--- config.mk ---
export PLATFORM = sky130hd
export DESIGN_NAME = plca_top
export DESIGN_NICKNAME = d
export VERILOG_FILES = /design/src/plca_pkg.sv /design/src/plca_tick.sv /design/src/plca_top.sv
export VERILOG_INCLUDE_DIRS = /design/src /design/src/src
export SDC_FILE = /design/constraint.sdc
export NUM_CORES = 1
export LEC_CHECK = 0
export ABC_CLOCK_PERIOD_IN_PS = 5200
export BUFFER_PORTS_ARGS = -buffer_cell sky130_fd_sc_hd__clkbuf_2
export CAP_MARGIN = 20
export CORE_MARGIN = 1.5
export CORE_UTILIZATION = 42
export CTS_CLUSTER_SIZE = 12
export DETAILED_ROUTE_END_ITERATION = 7
export HOLD_SLACK_MARGIN = 0.06
export PLACE_DENSITY = 0.62
export SETUP_SLACK_MARGIN = 0.15
export SYNTH_ARGS = -nofsm -noshare
export SYNTH_HDL_FRONTEND = slang
export SYNTH_SLANG_ARGS = --single-unit
--- constraint.sdc ---
create_clock -name SYS_CLK -period 5.2 [get_ports SYS_CLK]
set_input_delay 0.52 -clock SYS_CLK [delete_from_list [all_inputs] [get_ports SYS_CLK]]
set_output_delay 0.52 -clock SYS_CLK [all_outputs]
set_load 0.01 [all_outputs]
--- src/plca_map.svh ---
/*
  Offsets, field positions, reset values and timing counts for the
  phase loss and current limit alarm block.
  Assumes a 20 MHz system clock and a 32-bit Avalon-MM register bus.
*/
`ifndef PLCA_MAP_SVH
`define PLCA_MAP_SVH

// ----------------------------------------------------------------
// register byte offsets
// ----------------------------------------------------------------
`define PLCA_OFS_CTRL 4'h0
`define PLCA_OFS_CFG 4'h4
`define PLCA_OFS_STAT 4'h8
`define PLCA_OFS_IRQ_STAT 4'hc
`define PLCA_OFS_IRQ_CLR 5'h10
`define PLCA_OFS_IRQ_EN 5'h14

// ----------------------------------------------------------------
// field positions
// ----------------------------------------------------------------
`define PLCA_CTRL_SRC_LSB 0
`define PLCA_CTRL_SET_LSB 2
`define PLCA_CTRL_CLEN_BIT 4
`define PLCA_CFG_SPL_LSB 0
`define PLCA_CFG_TMO_LSB 4
`define PLCA_CFG_STIME_LSB 8

// ----------------------------------------------------------------
// reset values
// ----------------------------------------------------------------
`define PLCA_SPL_RST 2'h2
`define PLCA_TMO_RST 3'h2
`define PLCA_STIME_RST 8'h0a

// ----------------------------------------------------------------
// timing: tick period and thresholds
// ----------------------------------------------------------------
`define PLCA_CLK_HZ 20000000
`define PLCA_TICK_MS 10
`define PLCA_TICK_CYC (`PLCA_CLK_HZ / 1000 * `PLCA_TICK_MS)
`define PLCA_IGNORE_MS 100
`define PLCA_ALARM_MS 2000
`define PLCA_RAMP_MS 6000
`define PLCA_IGNORE_TK (`PLCA_IGNORE_MS / `PLCA_TICK_MS)
`define PLCA_ALARM_TK (`PLCA_ALARM_MS / `PLCA_TICK_MS)
`define PLCA_RAMP_TK (`PLCA_RAMP_MS / `PLCA_TICK_MS)

`endif

--- src/plca_pkg.sv ---
/*
  Types shared by the phase loss and current limit alarm block.
  Assumes nothing beyond a SystemVerilog compiler.
*/
package plca_pkg;

  typedef enum logic [2:0]
  {
    ST_IDLE = 3'b000,
    ST_ACCEL = 3'b001,
    ST_RUN = 3'b010,
    ST_DECEL = 3'b011,
    ST_SUSP = 3'b100,
    ST_RAMP = 3'b101
  } plca_mode_t;

  typedef enum logic [1:0]
  {
    SRC_PANEL = 2'b00,
    SRC_REMOTE = 2'b01,
    SRC_SERIAL = 2'b10
  } plca_src_t;

  typedef enum logic [2:0]
  {
    ACT_OFF = 3'b000,
    ACT_WARN = 3'b001,
    ACT_COAST = 3'b010,
    ACT_STOP = 3'b011,
    ACT_BRAKE = 3'b100
  } plca_act_t;

endpackage

--- src/plca_tick.sv ---
/*
  Tick divider: one-cycle enable pulse every TICK_CYC clocks.
  Assumes the single system clock and asynchronous active-low reset.
*/
`timescale 1ns/10ps
`include "plca_map.svh"

module plca_tick
#(
  parameter int TICK_CYC = `PLCA_TICK_CYC
)
(
  // clock and reset
  input wire logic SYS_CLK,
  input wire logic RSTN,
  // tick
  output logic tick
);

  typedef struct packed
  {
    logic [17:0] cnt;
    logic tk;
  } plca_tick_st_t;

  plca_tick_st_t s_r;
  plca_tick_st_t s_nxt;

  always_comb
  begin
    s_nxt = s_r;
    s_nxt.tk = 1'b0;
    if (s_r.cnt == 18'(TICK_CYC - 1))
    begin
      s_nxt.cnt = 18'h0;
      s_nxt.tk = 1'b1;
    end
    else
    begin
      s_nxt.cnt = s_r.cnt + 18'h1;
    end
  end

  always_ff @(posedge SYS_CLK or negedge RSTN)
  begin
    if (!RSTN)
      s_r <= '0;
    else
      s_r <= s_nxt;
  end

  assign tick = s_r.tk;

endmodule

--- src/plca_top.sv ---
/*
  Phase loss and current limit start-timeout protection for a soft
  starter, with an Avalon-MM register slave and one level interrupt.
  Assumes phase status, current-limit status and command inputs are
  synchronous to SYS_CLK (20 MHz) and free of glitches.
*/
// Notes on behaviour
// - during acceleration or deceleration a single phase loss is handled as a multi-phase loss.
// - during full-voltage running a single phase loss acts per setting, 1 warning, 2 coast, default 2.
// - a single phase loss persisting in full-voltage running raises the alarm 2 s after onset, then acts.
// - that alarm stays while the failure lasts and clears once it is gone.
// - a new start command clears a latched phase-loss alarm.
// - start commands are taken only from the source the control-source setting selects.
// - a panel alarm reset is always taken whatever the control source.
// - a panel alarm reset clears alarms only and never starts the motor.
// - with current limit enabled, still limiting when the start time elapses raises the start-timeout alarm unless the timeout action is off.
// - a new start command clears a latched start-timeout alarm.
// - timeout action codes are off, 1 warning, 2 coast, 3 stop, 4 brake, default 2.
// - on timeout with warning or off, ramp to full voltage over 6 s and stop regulating current.
// - four configuration sets exist and one is active.
// - phase failures shorter than 100 ms are ignored, except during deceleration.
// - a multi-phase failure over 100 ms suspends output, restarts softly if gone within 2 s, else alarms and stays off; in ST_RAMP the code ignores it.
// - any phase failure during deceleration switches output off at once and the motor coasts.
`timescale 1ns/10ps
`include "plca_map.svh"

module plca_top
  import plca_pkg::*;
#(
  parameter int TICK_CYC = `PLCA_TICK_CYC,
  parameter int IGNORE_TK = `PLCA_IGNORE_TK,
  parameter int ALARM_TK = `PLCA_ALARM_TK,
  parameter int RAMP_TK = `PLCA_RAMP_TK
)
(
  // clock and reset
  input wire logic SYS_CLK,
  input wire logic RSTN,
  // avalon-mm slave
  input wire logic [4:0] AVS_ADDRESS,
  input wire logic AVS_READ,
  input wire logic AVS_WRITE,
  input wire logic [31:0] AVS_WRITEDATA,
  output logic [31:0] AVS_READDATA,
  output logic AVS_WAITREQUEST,
  // supply and drive status
  input wire logic [2:0] PHASE_OK,
  input wire logic CUR_LIMIT,
  input wire logic RAMP_DONE,
  input wire logic STOP_CMD,
  // start and reset commands per source
  input wire logic PANEL_START,
  input wire logic REMOTE_START,
  input wire logic SERIAL_START,
  input wire logic PANEL_RESET,
  // drive and alarm outputs
  output logic OUT_ON,
  output logic FULL_RAMP,
  output logic CUR_REG_OFF,
  output logic STOP_RAMP,
  output logic BRAKE,
  output logic PHASE_LOSS_ALARM,
  output logic START_TIMEOUT_ALARM,
  output logic IRQ
);

  typedef struct packed
  {
    plca_mode_t mode;
    logic [1:0] src;
    logic [1:0] set_sel;
    logic [3:0] clen;
    logic [3:0] [1:0] spl;
    logic [3:0] [2:0] tmo;
    logic [3:0] [7:0] stime;
    logic [8:0] fail_cnt;
    logic [11:0] st_cnt;
    logic [9:0] ramp_cnt;
    logic pl_alarm;
    logic pl_hold;
    logic to_alarm;
    logic [1:0] irq_st;
    logic [1:0] irq_en;
    logic ack;
    logic [31:0] rdata;
  } plca_st_t;

  plca_st_t s_r;
  plca_st_t s_nxt;
  logic tick;
  logic fail_any;
  logic fail_multi;
  logic start_cmd;
  logic fail_long;
  logic fail_alarm;
  logic st_done;
  logic [1:0] a;
  logic [1:0] spl_a;
  plca_act_t tmo_a;
  logic ev_pl;
  logic ev_to;
  logic bus_req;

  plca_tick #(.TICK_CYC(TICK_CYC)) u_tick
  (
    .SYS_CLK(SYS_CLK),
    .RSTN(RSTN),
    .tick(tick)
  );

  // ----------------------------------------------------------------
  // decode of inputs and active set
  // ----------------------------------------------------------------
  assign fail_any = ~&PHASE_OK;
  assign fail_multi = $countones(PHASE_OK) < 2;
  assign a = s_r.set_sel;
  assign spl_a = s_r.spl[a];
  assign tmo_a = plca_act_t'(s_r.tmo[a]);
  assign fail_long = s_r.fail_cnt >= 9'(IGNORE_TK);
  assign fail_alarm = s_r.fail_cnt >= 9'(ALARM_TK);
  // start time is kept in 100 ms units; 12 bits hold the largest setting
  assign st_done = s_r.st_cnt >=
    12'(s_r.stime[a]) * 12'(100 / `PLCA_TICK_MS);
  assign bus_req = (AVS_READ || AVS_WRITE) && !s_r.ack;

  assign start_cmd = (s_r.src == SRC_PANEL) ? PANEL_START :
    (s_r.src == SRC_REMOTE) ? REMOTE_START :
    (s_r.src == SRC_SERIAL) && SERIAL_START;

  // ----------------------------------------------------------------
  // next state
  // ----------------------------------------------------------------
  always_comb
  begin
    s_nxt = s_r;
    ev_pl = 1'b0;
    ev_to = 1'b0;
    // failure timer in ticks, restarts on any clear
    if (!fail_any)
      s_nxt.fail_cnt = 9'h0;
    else if (tick && !fail_alarm)
      s_nxt.fail_cnt = s_r.fail_cnt + 9'h1;
    // hold ends with the failure so a later loss can alarm again
    s_nxt.pl_hold = s_r.pl_hold && fail_any;
    if (s_r.pl_hold && !fail_any)
      s_nxt.pl_alarm = 1'b0;
    // panel reset clears alarms only, never starts
    if (PANEL_RESET)
    begin
      s_nxt.pl_alarm = 1'b0;
      s_nxt.to_alarm = 1'b0;
    end
    unique case (s_r.mode)
      ST_IDLE:
      begin
        if (start_cmd)
        begin
          s_nxt.pl_alarm = 1'b0;
          s_nxt.to_alarm = 1'b0;
          s_nxt.pl_hold = 1'b0;
          s_nxt.st_cnt = 12'h0;
          s_nxt.mode = ST_ACCEL;
        end
      end
      ST_ACCEL:
      begin
        if (tick && s_r.st_cnt != 12'hfff)
          s_nxt.st_cnt = s_r.st_cnt + 12'h1;
        if (STOP_CMD)
          s_nxt.mode = ST_DECEL;
        else if (fail_any && fail_long)
          s_nxt.mode = ST_SUSP;
        else if (s_r.clen[a] && CUR_LIMIT && st_done)
        begin
          if (tmo_a != ACT_OFF)
          begin
            ev_to = 1'b1;
            s_nxt.to_alarm = 1'b1;
          end
          if (tmo_a == ACT_WARN || tmo_a == ACT_OFF)
          begin
            s_nxt.ramp_cnt = 10'h0;
            s_nxt.mode = ST_RAMP;
          end
          else
            s_nxt.mode = ST_IDLE;
        end
        else if (RAMP_DONE)
          s_nxt.mode = ST_RUN;
      end
      ST_RAMP:
      begin
        if (tick)
          s_nxt.ramp_cnt = s_r.ramp_cnt + 10'h1;
        if (s_r.ramp_cnt >= 10'(RAMP_TK))
          s_nxt.mode = ST_RUN;
      end
      ST_RUN:
      begin
        if (STOP_CMD)
          s_nxt.mode = ST_DECEL;
        else if (fail_multi && fail_long)
          s_nxt.mode = ST_SUSP;
        else if (fail_any && fail_alarm && !s_r.pl_hold)
        begin
          ev_pl = 1'b1;
          s_nxt.pl_alarm = 1'b1;
          s_nxt.pl_hold = 1'b1;
          if (spl_a != 2'h1)
            s_nxt.mode = ST_IDLE;
        end
      end
      ST_DECEL:
      begin
        if (fail_any || RAMP_DONE)
          s_nxt.mode = ST_IDLE;
      end
      ST_SUSP:
      begin
        if (!fail_any)
        begin
          s_nxt.st_cnt = 12'h0;
          s_nxt.mode = ST_ACCEL;
        end
        else if (fail_alarm)
        begin
          ev_pl = 1'b1;
          s_nxt.pl_alarm = 1'b1;
          s_nxt.mode = ST_IDLE;
        end
      end
      default: s_nxt.mode = ST_IDLE;
    endcase
    // ----------------------------------------------------------------
    // register slave: one wait cycle, then ack
    // ----------------------------------------------------------------
    s_nxt.ack = bus_req;
    if (AVS_WRITE && bus_req)
    begin
      unique case (AVS_ADDRESS)
        5'(`PLCA_OFS_CTRL):
        begin
          s_nxt.src = AVS_WRITEDATA[`PLCA_CTRL_SRC_LSB +: 2];
          s_nxt.set_sel = AVS_WRITEDATA[`PLCA_CTRL_SET_LSB +: 2];
          s_nxt.clen[AVS_WRITEDATA[`PLCA_CTRL_SET_LSB +: 2]] =
            AVS_WRITEDATA[`PLCA_CTRL_CLEN_BIT];
        end
        5'(`PLCA_OFS_CFG):
        begin
          if (AVS_WRITEDATA[`PLCA_CFG_SPL_LSB +: 2] != 2'h0)
            s_nxt.spl[a] = AVS_WRITEDATA[`PLCA_CFG_SPL_LSB +: 2];
          if (AVS_WRITEDATA[`PLCA_CFG_TMO_LSB +: 3] <= 3'h4)
            s_nxt.tmo[a] = AVS_WRITEDATA[`PLCA_CFG_TMO_LSB +: 3];
          s_nxt.stime[a] = AVS_WRITEDATA[`PLCA_CFG_STIME_LSB +: 8];
        end
        5'(`PLCA_OFS_IRQ_CLR): s_nxt.irq_st = s_r.irq_st &
          ~AVS_WRITEDATA[1:0];
        5'(`PLCA_OFS_IRQ_EN): s_nxt.irq_en = AVS_WRITEDATA[1:0];
        default: ;
      endcase
    end
    // set beats clear in the same cycle
    s_nxt.irq_st = s_nxt.irq_st | {ev_to, ev_pl};
    s_nxt.rdata = 32'h0;
    if (AVS_READ && bus_req)
    begin
      unique case (AVS_ADDRESS)
        5'(`PLCA_OFS_CTRL): s_nxt.rdata = {27'h0, s_r.clen[a],
          s_r.set_sel, s_r.src};
        5'(`PLCA_OFS_CFG): s_nxt.rdata = {16'h0, s_r.stime[a], 1'b0,
          s_r.tmo[a], 2'h0, s_r.spl[a]};
        5'(`PLCA_OFS_STAT): s_nxt.rdata = {24'h0, fail_any, s_r.mode,
          2'h0, s_r.to_alarm, s_r.pl_alarm};
        5'(`PLCA_OFS_IRQ_STAT): s_nxt.rdata = {30'h0, s_r.irq_st};
        5'(`PLCA_OFS_IRQ_EN): s_nxt.rdata = {30'h0, s_r.irq_en};
        default: s_nxt.rdata = 32'h0;
      endcase
    end
  end

  always_ff @(posedge SYS_CLK or negedge RSTN)
  begin
    if (!RSTN)
    begin
      s_r <= '0;
      s_r.spl <= {4{`PLCA_SPL_RST}};
      s_r.tmo <= {4{`PLCA_TMO_RST}};
      s_r.stime <= {4{`PLCA_STIME_RST}};
    end
    else
      s_r <= s_nxt;
  end

  // ----------------------------------------------------------------
  // outputs
  // ----------------------------------------------------------------
  assign AVS_WAITREQUEST = (AVS_READ || AVS_WRITE) && !s_r.ack;
  assign AVS_READDATA = s_r.rdata;
  assign OUT_ON = (s_r.mode == ST_ACCEL) || (s_r.mode == ST_RUN) ||
    (s_r.mode == ST_DECEL) || (s_r.mode == ST_RAMP);
  assign FULL_RAMP = s_r.mode == ST_RAMP;
  assign CUR_REG_OFF = FULL_RAMP;
  assign STOP_RAMP = s_r.to_alarm && tmo_a == ACT_STOP &&
    s_r.mode == ST_IDLE;
  assign BRAKE = s_r.to_alarm && tmo_a == ACT_BRAKE &&
    s_r.mode == ST_IDLE;
  assign PHASE_LOSS_ALARM = s_r.pl_alarm;
  assign START_TIMEOUT_ALARM = s_r.to_alarm;
  assign IRQ = |(s_r.irq_st & s_r.irq_en);

  // ----------------------------------------------------------------
  // checks
  // ----------------------------------------------------------------
  short_fail_ignored_a: assert property (@(posedge SYS_CLK) disable iff
    (!RSTN) (s_r.mode == ST_RUN && !fail_long) |=> s_r.mode != ST_SUSP)
    else $error("short failure acted on");
  decel_cut_a: assert property (@(posedge SYS_CLK) disable iff (!RSTN)
    (s_r.mode == ST_DECEL && fail_any) |=> !OUT_ON)
    else $error("output left on in deceleration");
  alarm_clears_a: assert property (@(posedge SYS_CLK) disable iff
    (!RSTN) (s_r.pl_hold && !fail_any) |=> !s_r.pl_alarm)
    else $error("phase alarm held after failure gone");
  start_clear_a: assert property (@(posedge SYS_CLK) disable iff (!RSTN)
    (s_r.mode == ST_IDLE && start_cmd) |=> !s_r.pl_alarm && !s_r.to_alarm)
    else $error("start did not clear alarms");
  panel_no_start_a: assert property (@(posedge SYS_CLK) disable iff
    (!RSTN) (s_r.mode == ST_IDLE && !start_cmd) |=> s_r.mode == ST_IDLE)
    else $error("motor started without start");
  event_latch_a: assert property (@(posedge SYS_CLK) disable iff (!RSTN)
    ev_to |=> s_r.irq_st[1])
    else $error("timeout event not latched");
  warn_keeps_a: assert property (@(posedge SYS_CLK) disable iff (!RSTN)
    (ev_pl && s_r.mode == ST_RUN && spl_a == 2'h1) |=> s_r.mode == ST_RUN)
    else $error("warning stopped the motor");
  ramp_len_a: assert property (@(posedge SYS_CLK) disable iff (!RSTN)
    $rose(FULL_RAMP) |=> FULL_RAMP [*8])
    else $error("full ramp ended early");

endmodule

==> results of run 1 <==
==> layout by cell type, fill, tap and decap left out, types with 6 or more instances in the layout <==
cell type / n
dfrtp_1: 120
nor2_1: 76
nand2_1: 64
clkbuf_2: 57
mux2_2: 42
a21oi_1: 38
ha_1: 30
nand3_1: 24
xnor2_1: 23
clkbuf_16: 17
nor3_1: 16
conb_1: 16
dfstp_2: 16
nand4_1: 15
inv_1: 14
mux4_2: 14
xor2_1: 13
a31oi_1: 13
and3_1: 12
o21ai_0: 11
nand2b_1: 9
nor4_1: 8
and2_1: 8
inv_6: 8
nor2b_1: 7
buf_4: 6
==> sequential cells by signal, summed over array words and instances, names as in the netlist <==
| register | flops |
|---|---|
| PHASE_LOSS_ALARM | 1 |
| a | 2 |
| AVS_READDATA | 16 |
| START_TIMEOUT_ALARM | 1 |
| s_r | 98 |
| u_tick.tick | 1 |
| u_tick.s_r | 18 |
==> kinds of logic after synthesis <==
family | Yosys count | synth area share
and+or+nand+nor | 268 | 0.185
DFF | 137 | 0.463
xor gates and xnor gates | 36 | 0.0423
muxes | 63 | 0.120
adders and majority gates | 31 | 0.0531
other | 1 | 0.000504
buffers and inverters | 74 | 0.0586
AOI/OAI and AO/OA | 93 | 0.0780
==> through the flow <==
step / setup WS, ns / util / area [um^2]
finish: 0.711 / 0.481 / 8320
global route: 0.287 / 0.481 / 8320
CTS: 0.506 / 0.481 / 8320
detailed placement: 0.529 / 0.448 / 7740
global placement: 0.568 / 0.448 / 7740
floorplan: 0.809 / - / 7500
==> power groups by stage <==
stage	clock [mW]	sequential, mW	combinational (mW)
2_1_floorplan	0	1.19	0.450
3_3_place_gp	0	1.24	0.532
5_1_grt	1.24	1.24	0.623
6_report	1.18	1.23	0.551
4_1_cts	1.20	1.23	0.553
3_5_place_dp	0	1.25	0.548
==> worst min-delay path by stage <==
stage                           endpoint  cells after the start               startpoint
3_3_place_gp     u_tick.s_r[1]$_DFF_PN0_                      1  u_tick.s_r[1]$_DFF_PN0_
5_1_grt         u_tick.s_r[18]$_DFF_PN0_                      1                     RSTN
6_report        u_tick.s_r[18]$_DFF_PN0_                      1                     RSTN
4_1_cts         u_tick.s_r[18]$_DFF_PN0_                      1                     RSTN
3_5_place_dp        s_r[115]$_DFFE_PN0P_                      2     s_r[115]$_DFFE_PN0P_
2_1_floorplan  AVS_READDATA[0]$_DFF_PN0_                      0                     RSTN
==> layer usage <==
layer | track usage | vias to the layer above | part of all wire
li1 | - | 2535 | -
met1 | 0.245 | 2669 | 0.45
met2 | 0.305 | 111 | 0.48
met3 | 0.0377 | 31 | 0.038
met4 | 0.0887 | 0 | 0.027
met5 | 0 | - | 0
==> layout make-up <==
class                           count  area share
Sequential cell                   137       0.414
Tap cell                          225      0.0338
Timing Repair Buffer               64      0.0410
Clock buffer                       17      0.0511
Clock inverter                     15      0.0182
Multi-Input combinational cell    507       0.435
Inverter                           15     0.00676
==> results by group, run 1 <==
Critical path
  – Slowest-stage cell, CP: mux4_2
  – R2R Path End: s_r[42]$_DFFE_PN0P_
  – WP buf/inv: 0
  – Largest stage delay on the critical path: 0.59 ns
  – Most frequent CP cell: a21oi_1
  – Startpoint Class: register
  – Worst path top cell family by delay: compound AO/OA/AOI/OAI gates
  – Critical Path, Cell by Cell: mux4_2, ha_1, ha_1, fa_1, a21oi_1, nor2_1, nor2_1, o21bai_1, a21oi_1, xor2_1, ha_1, a21oi_1, nand2_1, a21oi_1, nand3_1, a31o_1, a31oi_1
  – Worst Setup EP: s_r[42]$_DFFE_PN0P_
  – Worst-path fanout max: 10
  – Reg2Reg Depth: 17
  – Critical Path RT: 5.54 ns
  – Worst setup path startpoint: a[0]$_DFFE_PN0P_
  – Stages on the worst setup path: 17
  – R2R Setup Slk: 0.71 ns
  – Critical R2R Launch: a[0]$_DFFE_PN0P_
  – CP Capture Type: register
  – Crit path DAT: 4.83 ns
  – Critical path class: reg2reg

Yosys
  – Synth async-reset ratio: 1.00
  – Synth Instances: 703
  – Dominant cell type by area after synthesis: dfrtp_1
  – Top-area cell type share of the netlist area: 0.407
  – Synthesized area per cell: 10.6 um^2
  – Main synth FF type: dfrtp_1
  – Synth cell types: 63
  – Synthesized flop and latch total: 137
  – Part of the Yosys area used for sequential elements: 0.463
  – Commonest cells in the netlist: dfrtp_1, nor2_1, nand2_1
  – Synth top area cells: dfrtp_1, mux2_2, dfstp_2, ha_1, mux4_2
  – Synth warn: 0
  – Mapped Area: 7450 um^2
  – Count leader, synth: dfrtp_1
  – Post-synth EDFFs: 0

STA
  – RSZ-0062 raised after global routing: false
  – Total negative setup slack: 0 ns
  – Finish-stage setup viols: 0
  – Max Clk Rate: 223 MHz
  – Final min period: 4.49 ns
  – Tcrit/Tclk final: 0.863
  – Slew margin rel.: 0.279
  – Max Transition Viols Final: 0
  – Tightest Pin Transition: 1.08 ns
  – Hold_ws: 0.0649 ns
  – Endpoints failing hold: 0
  – Clk_skew: 0.0115 ns

Final layout
  – FF+latch area: 3450 um^2
  – Finished Layout Cells: 980
  – Layout fillers: 1589
  – Nets: 824
  – Diode count: 0
  – Multi-input logic area: 3620 um^2
  – Area grow syn2layout: 11.8%
  – Layout cells sized above 1: 0.245

Clock network
  – Cts repair resizes: 0
  – CTS hold repair buffers: 0
  – Root Buffer: clkbuf_16
  – Worst-Skew Late Latency: 0.43 ns
  – Clock transition at path regs: 0.07 ns
  – Post-CTS Setup Bufs: 0
  – H-tree Lvls: 4
  – Clock tree buffer depth: 2
  – CTS Buf Count: 17
  – CTS sink cnt: 137
  – CTS tree: yes

Die
  – # IOs: 92
  – Core footprint: 17300 um^2
  – Die ar.: 18500 um^2
  – Die Height: 136 um
  – Die Width: 136 um
  – Initial Utilization: 0.430
  – Num rows: 48

Power
  – Peak supply drop: 0.000222 V
  – Pwr/cell area: 355 nW/um^2
  – Switching pwr: 946 uW
  – Pleak: 3.90 nW
  – Int Power: 2.01 mW
  – Net Sw Frac: 0.320
  – Combinational share of power: 0.187
  – Part of the power in registers: 0.416
  – Clock power share: 0.398
  – Pwr Total: 2.96 mW

Global route
  – Grt ovf: 0
  – Initial antenna violation count: 0
  – Overall routing resource usage: 0.189
  – Largest net degree at the start of global routing: 70
  – Vias in the first global route: 5527
  – First-pass GRT wire length: 27.3 mm

Place
  – Final HPWL DP: 11.7 mm
  – Placed Cells: 948
  – PortBufs: 58
  – Routability Congestion: 0.837

Worst hold path
  – Worst hold path type: in2async

Detailed routing
  – Router iterations before antenna repair: 4
  – Routed wire length: 16.2 mm
  – Drt initial violations: 545
  – Final antenna-violating net count: 0
  – Drc violations: 0
  – Drt wl/cell: 16.6 um
  – Vias per inst: 5.46
  – Via Count: 5346

Status
  – Outcome: finished clean

Run
  – MaxCap Viol Count: 0
No activity file was read; power rests on OpenSTA's default activity.
==> run 2, diff against run 1 <==
Settings changed: RECOVER_POWER from default to 50, TNS_END_PERCENT from default to 100.
==> results by group, run 2 (same netlist as run 1, synthesis figures left out) <==
Status
  – Outcome: finished with violations
  – Failing checks: capacitance limit, slew limit

Detailed routing
  – Via Count: 5397
  – Final antenna-violating net count: 0
  – Vias per inst: 5.51
  – Drc violations: 0
  – Drt initial violations: 511
  – Routed wire length: 16.3 mm
  – Drt wl/cell: 16.6 um
  – Router iterations before antenna repair: 4

Die
  – Die Height: 136 um
  – Num rows: 48
  – Initial Utilization: 0.430
  – Die Width: 136 um
  – # IOs: 92
  – Die ar.: 18500 um^2
  – Core footprint: 17300 um^2

Final layout
  – Nets: 824
  – Diode count: 0
  – Max reg flops: 98
  – Area grow syn2layout: 11.0%
  – Finished Layout Cells: 980
  – Layout fillers: 1600
  – Layout cells sized above 1: 0.211
  – Most flops, register: s_r
  – Most common cell after layout, fill and taps aside: dfrtp_1
  – Most frequent cells in the layout: dfrtp_1, nor2_1, nand2_1, mux2_2, a21oi_1

Critical path
  – Crit path DAT: 4.83 ns
  – Startpoint Class: register
  – Reg2Reg Depth: 17
  – Critical path class: reg2reg
  – Worst-path fanout max: 10
  – CP Capture Type: register
  – Critical Path RT: 5.54 ns

STA
  – Tightest Pin Transition: 3.57 ns
  – Total negative setup slack: 0 ns
  – Final min period: 4.49 ns
  – Tcrit/Tclk final: 0.864
  – Finish-stage setup viols: 0
  – Slew margin rel.: -1.38
  – Max Clk Rate: 223 MHz
  – RSZ-0062 raised after global routing: false
  – Endpoints failing hold: 0
  – Clk_skew: 0.00950 ns
  – Max Transition Viols Final: 70
  – PnR worst setup slack: 0.707 ns

Global route
  – First-pass GRT wire length: 27.3 mm
  – Initial antenna violation count: 0
  – Largest net degree at the start of global routing: 70
  – Vias in the first global route: 5527
  – Overall routing resource usage: 0.189
  – Grt ovf: 0

Clock network
  – Worst-Skew Late Latency: 0.43 ns
  – CTS tree: yes
  – Post-CTS Setup Bufs: 0
  – Cts repair resizes: 0
  – Root Buffer: clkbuf_16
  – CTS sink cnt: 137
  – Clock transition at path regs: 0.07 ns
  – CTS hold repair buffers: 0
  – CTS Buf Count: 17
  – Clock tree buffer depth: 2
  – H-tree Lvls: 4

Power
  – Pwr/cell area: 357 nW/um^2
  – Pleak: 3.82 nW
  – Peak supply drop: 0.000223 V
  – Pwr Total: 2.95 mW

Place
  – Final HPWL DP: 11.7 mm
  – Pre-CTS setup slack: 0.529 ns
  – PortBufs: 58
  – Placed Cells: 948
  – Routability Congestion: 0.837

Worst hold path
  – Hold path cells: 2
  – Worst hold path type: in2reg

Run
  – MaxCap Viol Count: 1
[run 2: cell types whose count changed in the layout (fill, tap and decap cells not counted)]
cell and delta:
buf_6 -1, clkbuf_1 +21, clkbuf_2 -20, nand2_1 +1, nand2_2 -1, nor3_1 +2
nor3_2 -2, nor3b_1 +1, nor3b_2 -1, nor4b_1 +1, nor4b_2 -1
[run 2: worst paths after layout]
path                                      start                       end  slack [ns]
setup / recovery               a[0]$_DFFE_PN0P_       s_r[42]$_DFFE_PN0P_        0.71
hold / removal                AVS_WRITEDATA[12]       s_r[91]$_DFFE_PN0P_        0.37
setup reg to reg               a[0]$_DFFE_PN0P_       s_r[42]$_DFFE_PN0P_        0.71
hold reg to reg            s_r[118]$_DFFE_PN1P_      s_r[118]$_DFFE_PN1P_        0.46
max in group asynchronous                  RSTN       s_r[58]$_DFFE_PN0P_        1.59
min in group asynchronous                  RSTN  u_tick.s_r[18]$_DFF_PN0_        1.29
[run 2: area by class of cell]
class / instances / area, um^2 / share of cell area
Multi-Input combinational cell: 507 / 3590 / 0.435
Sequential cell: 137 / 3450 / 0.417
Clock buffer: 17 / 425 / 0.0515
Timing Repair Buffer: 64 / 309 / 0.0374
Tap cell: 225 / 282 / 0.0341
Clock inverter: 15 / 151 / 0.0183
Inverter: 15 / 56.3 / 0.00681
[run 2: layer usage]
layer  up-vias  global-route usage  wire (um)
met5         -                   0          0
met4         0              0.0887        499
met3        37              0.0377        617
met2       127               0.305       7790
met1      2695               0.245       7360
li1       2538                   -          -
[run 2: critical path, stage by stage, from the launching register on]
cell and delay (ns):
dfrtp_2 0.53, mux4_2 0.59, ha_1 0.32, ha_1 0.23
fa_1 0.40, a21oi_1 0.14, nor2_1 0.05, nor2_1 0.16
o21bai_1 0.09, a21oi_1 0.17, xor2_1 0.18, ha_1 0.27
a21oi_1 0.15, nand2_1 0.06, a21oi_1 0.26, nand3_1 0.21
a31o_1 0.36, a31oi_1 0.23
[run 2: metrics by stage]
step	util	area (um^2)	hold slack, ns
final	0.478	8270	0.366
after global routing	0.478	8270	0.371
after CTS	0.481	8320	0.0957
after detailed placement	0.448	7740	0.456
after global placement	0.448	7740	0.447
after floorplan	-	7500	0.224
[run 2: where the power goes]
group | switching [mW] | internal (mW) | total (mW)
clock network | 0.535 | 0.638 | 1.17
registers | 0.0915 | 1.14 | 1.23
logic | 0.319 | 0.232 | 0.550
total | 0.945 | 2.01 | 2.95
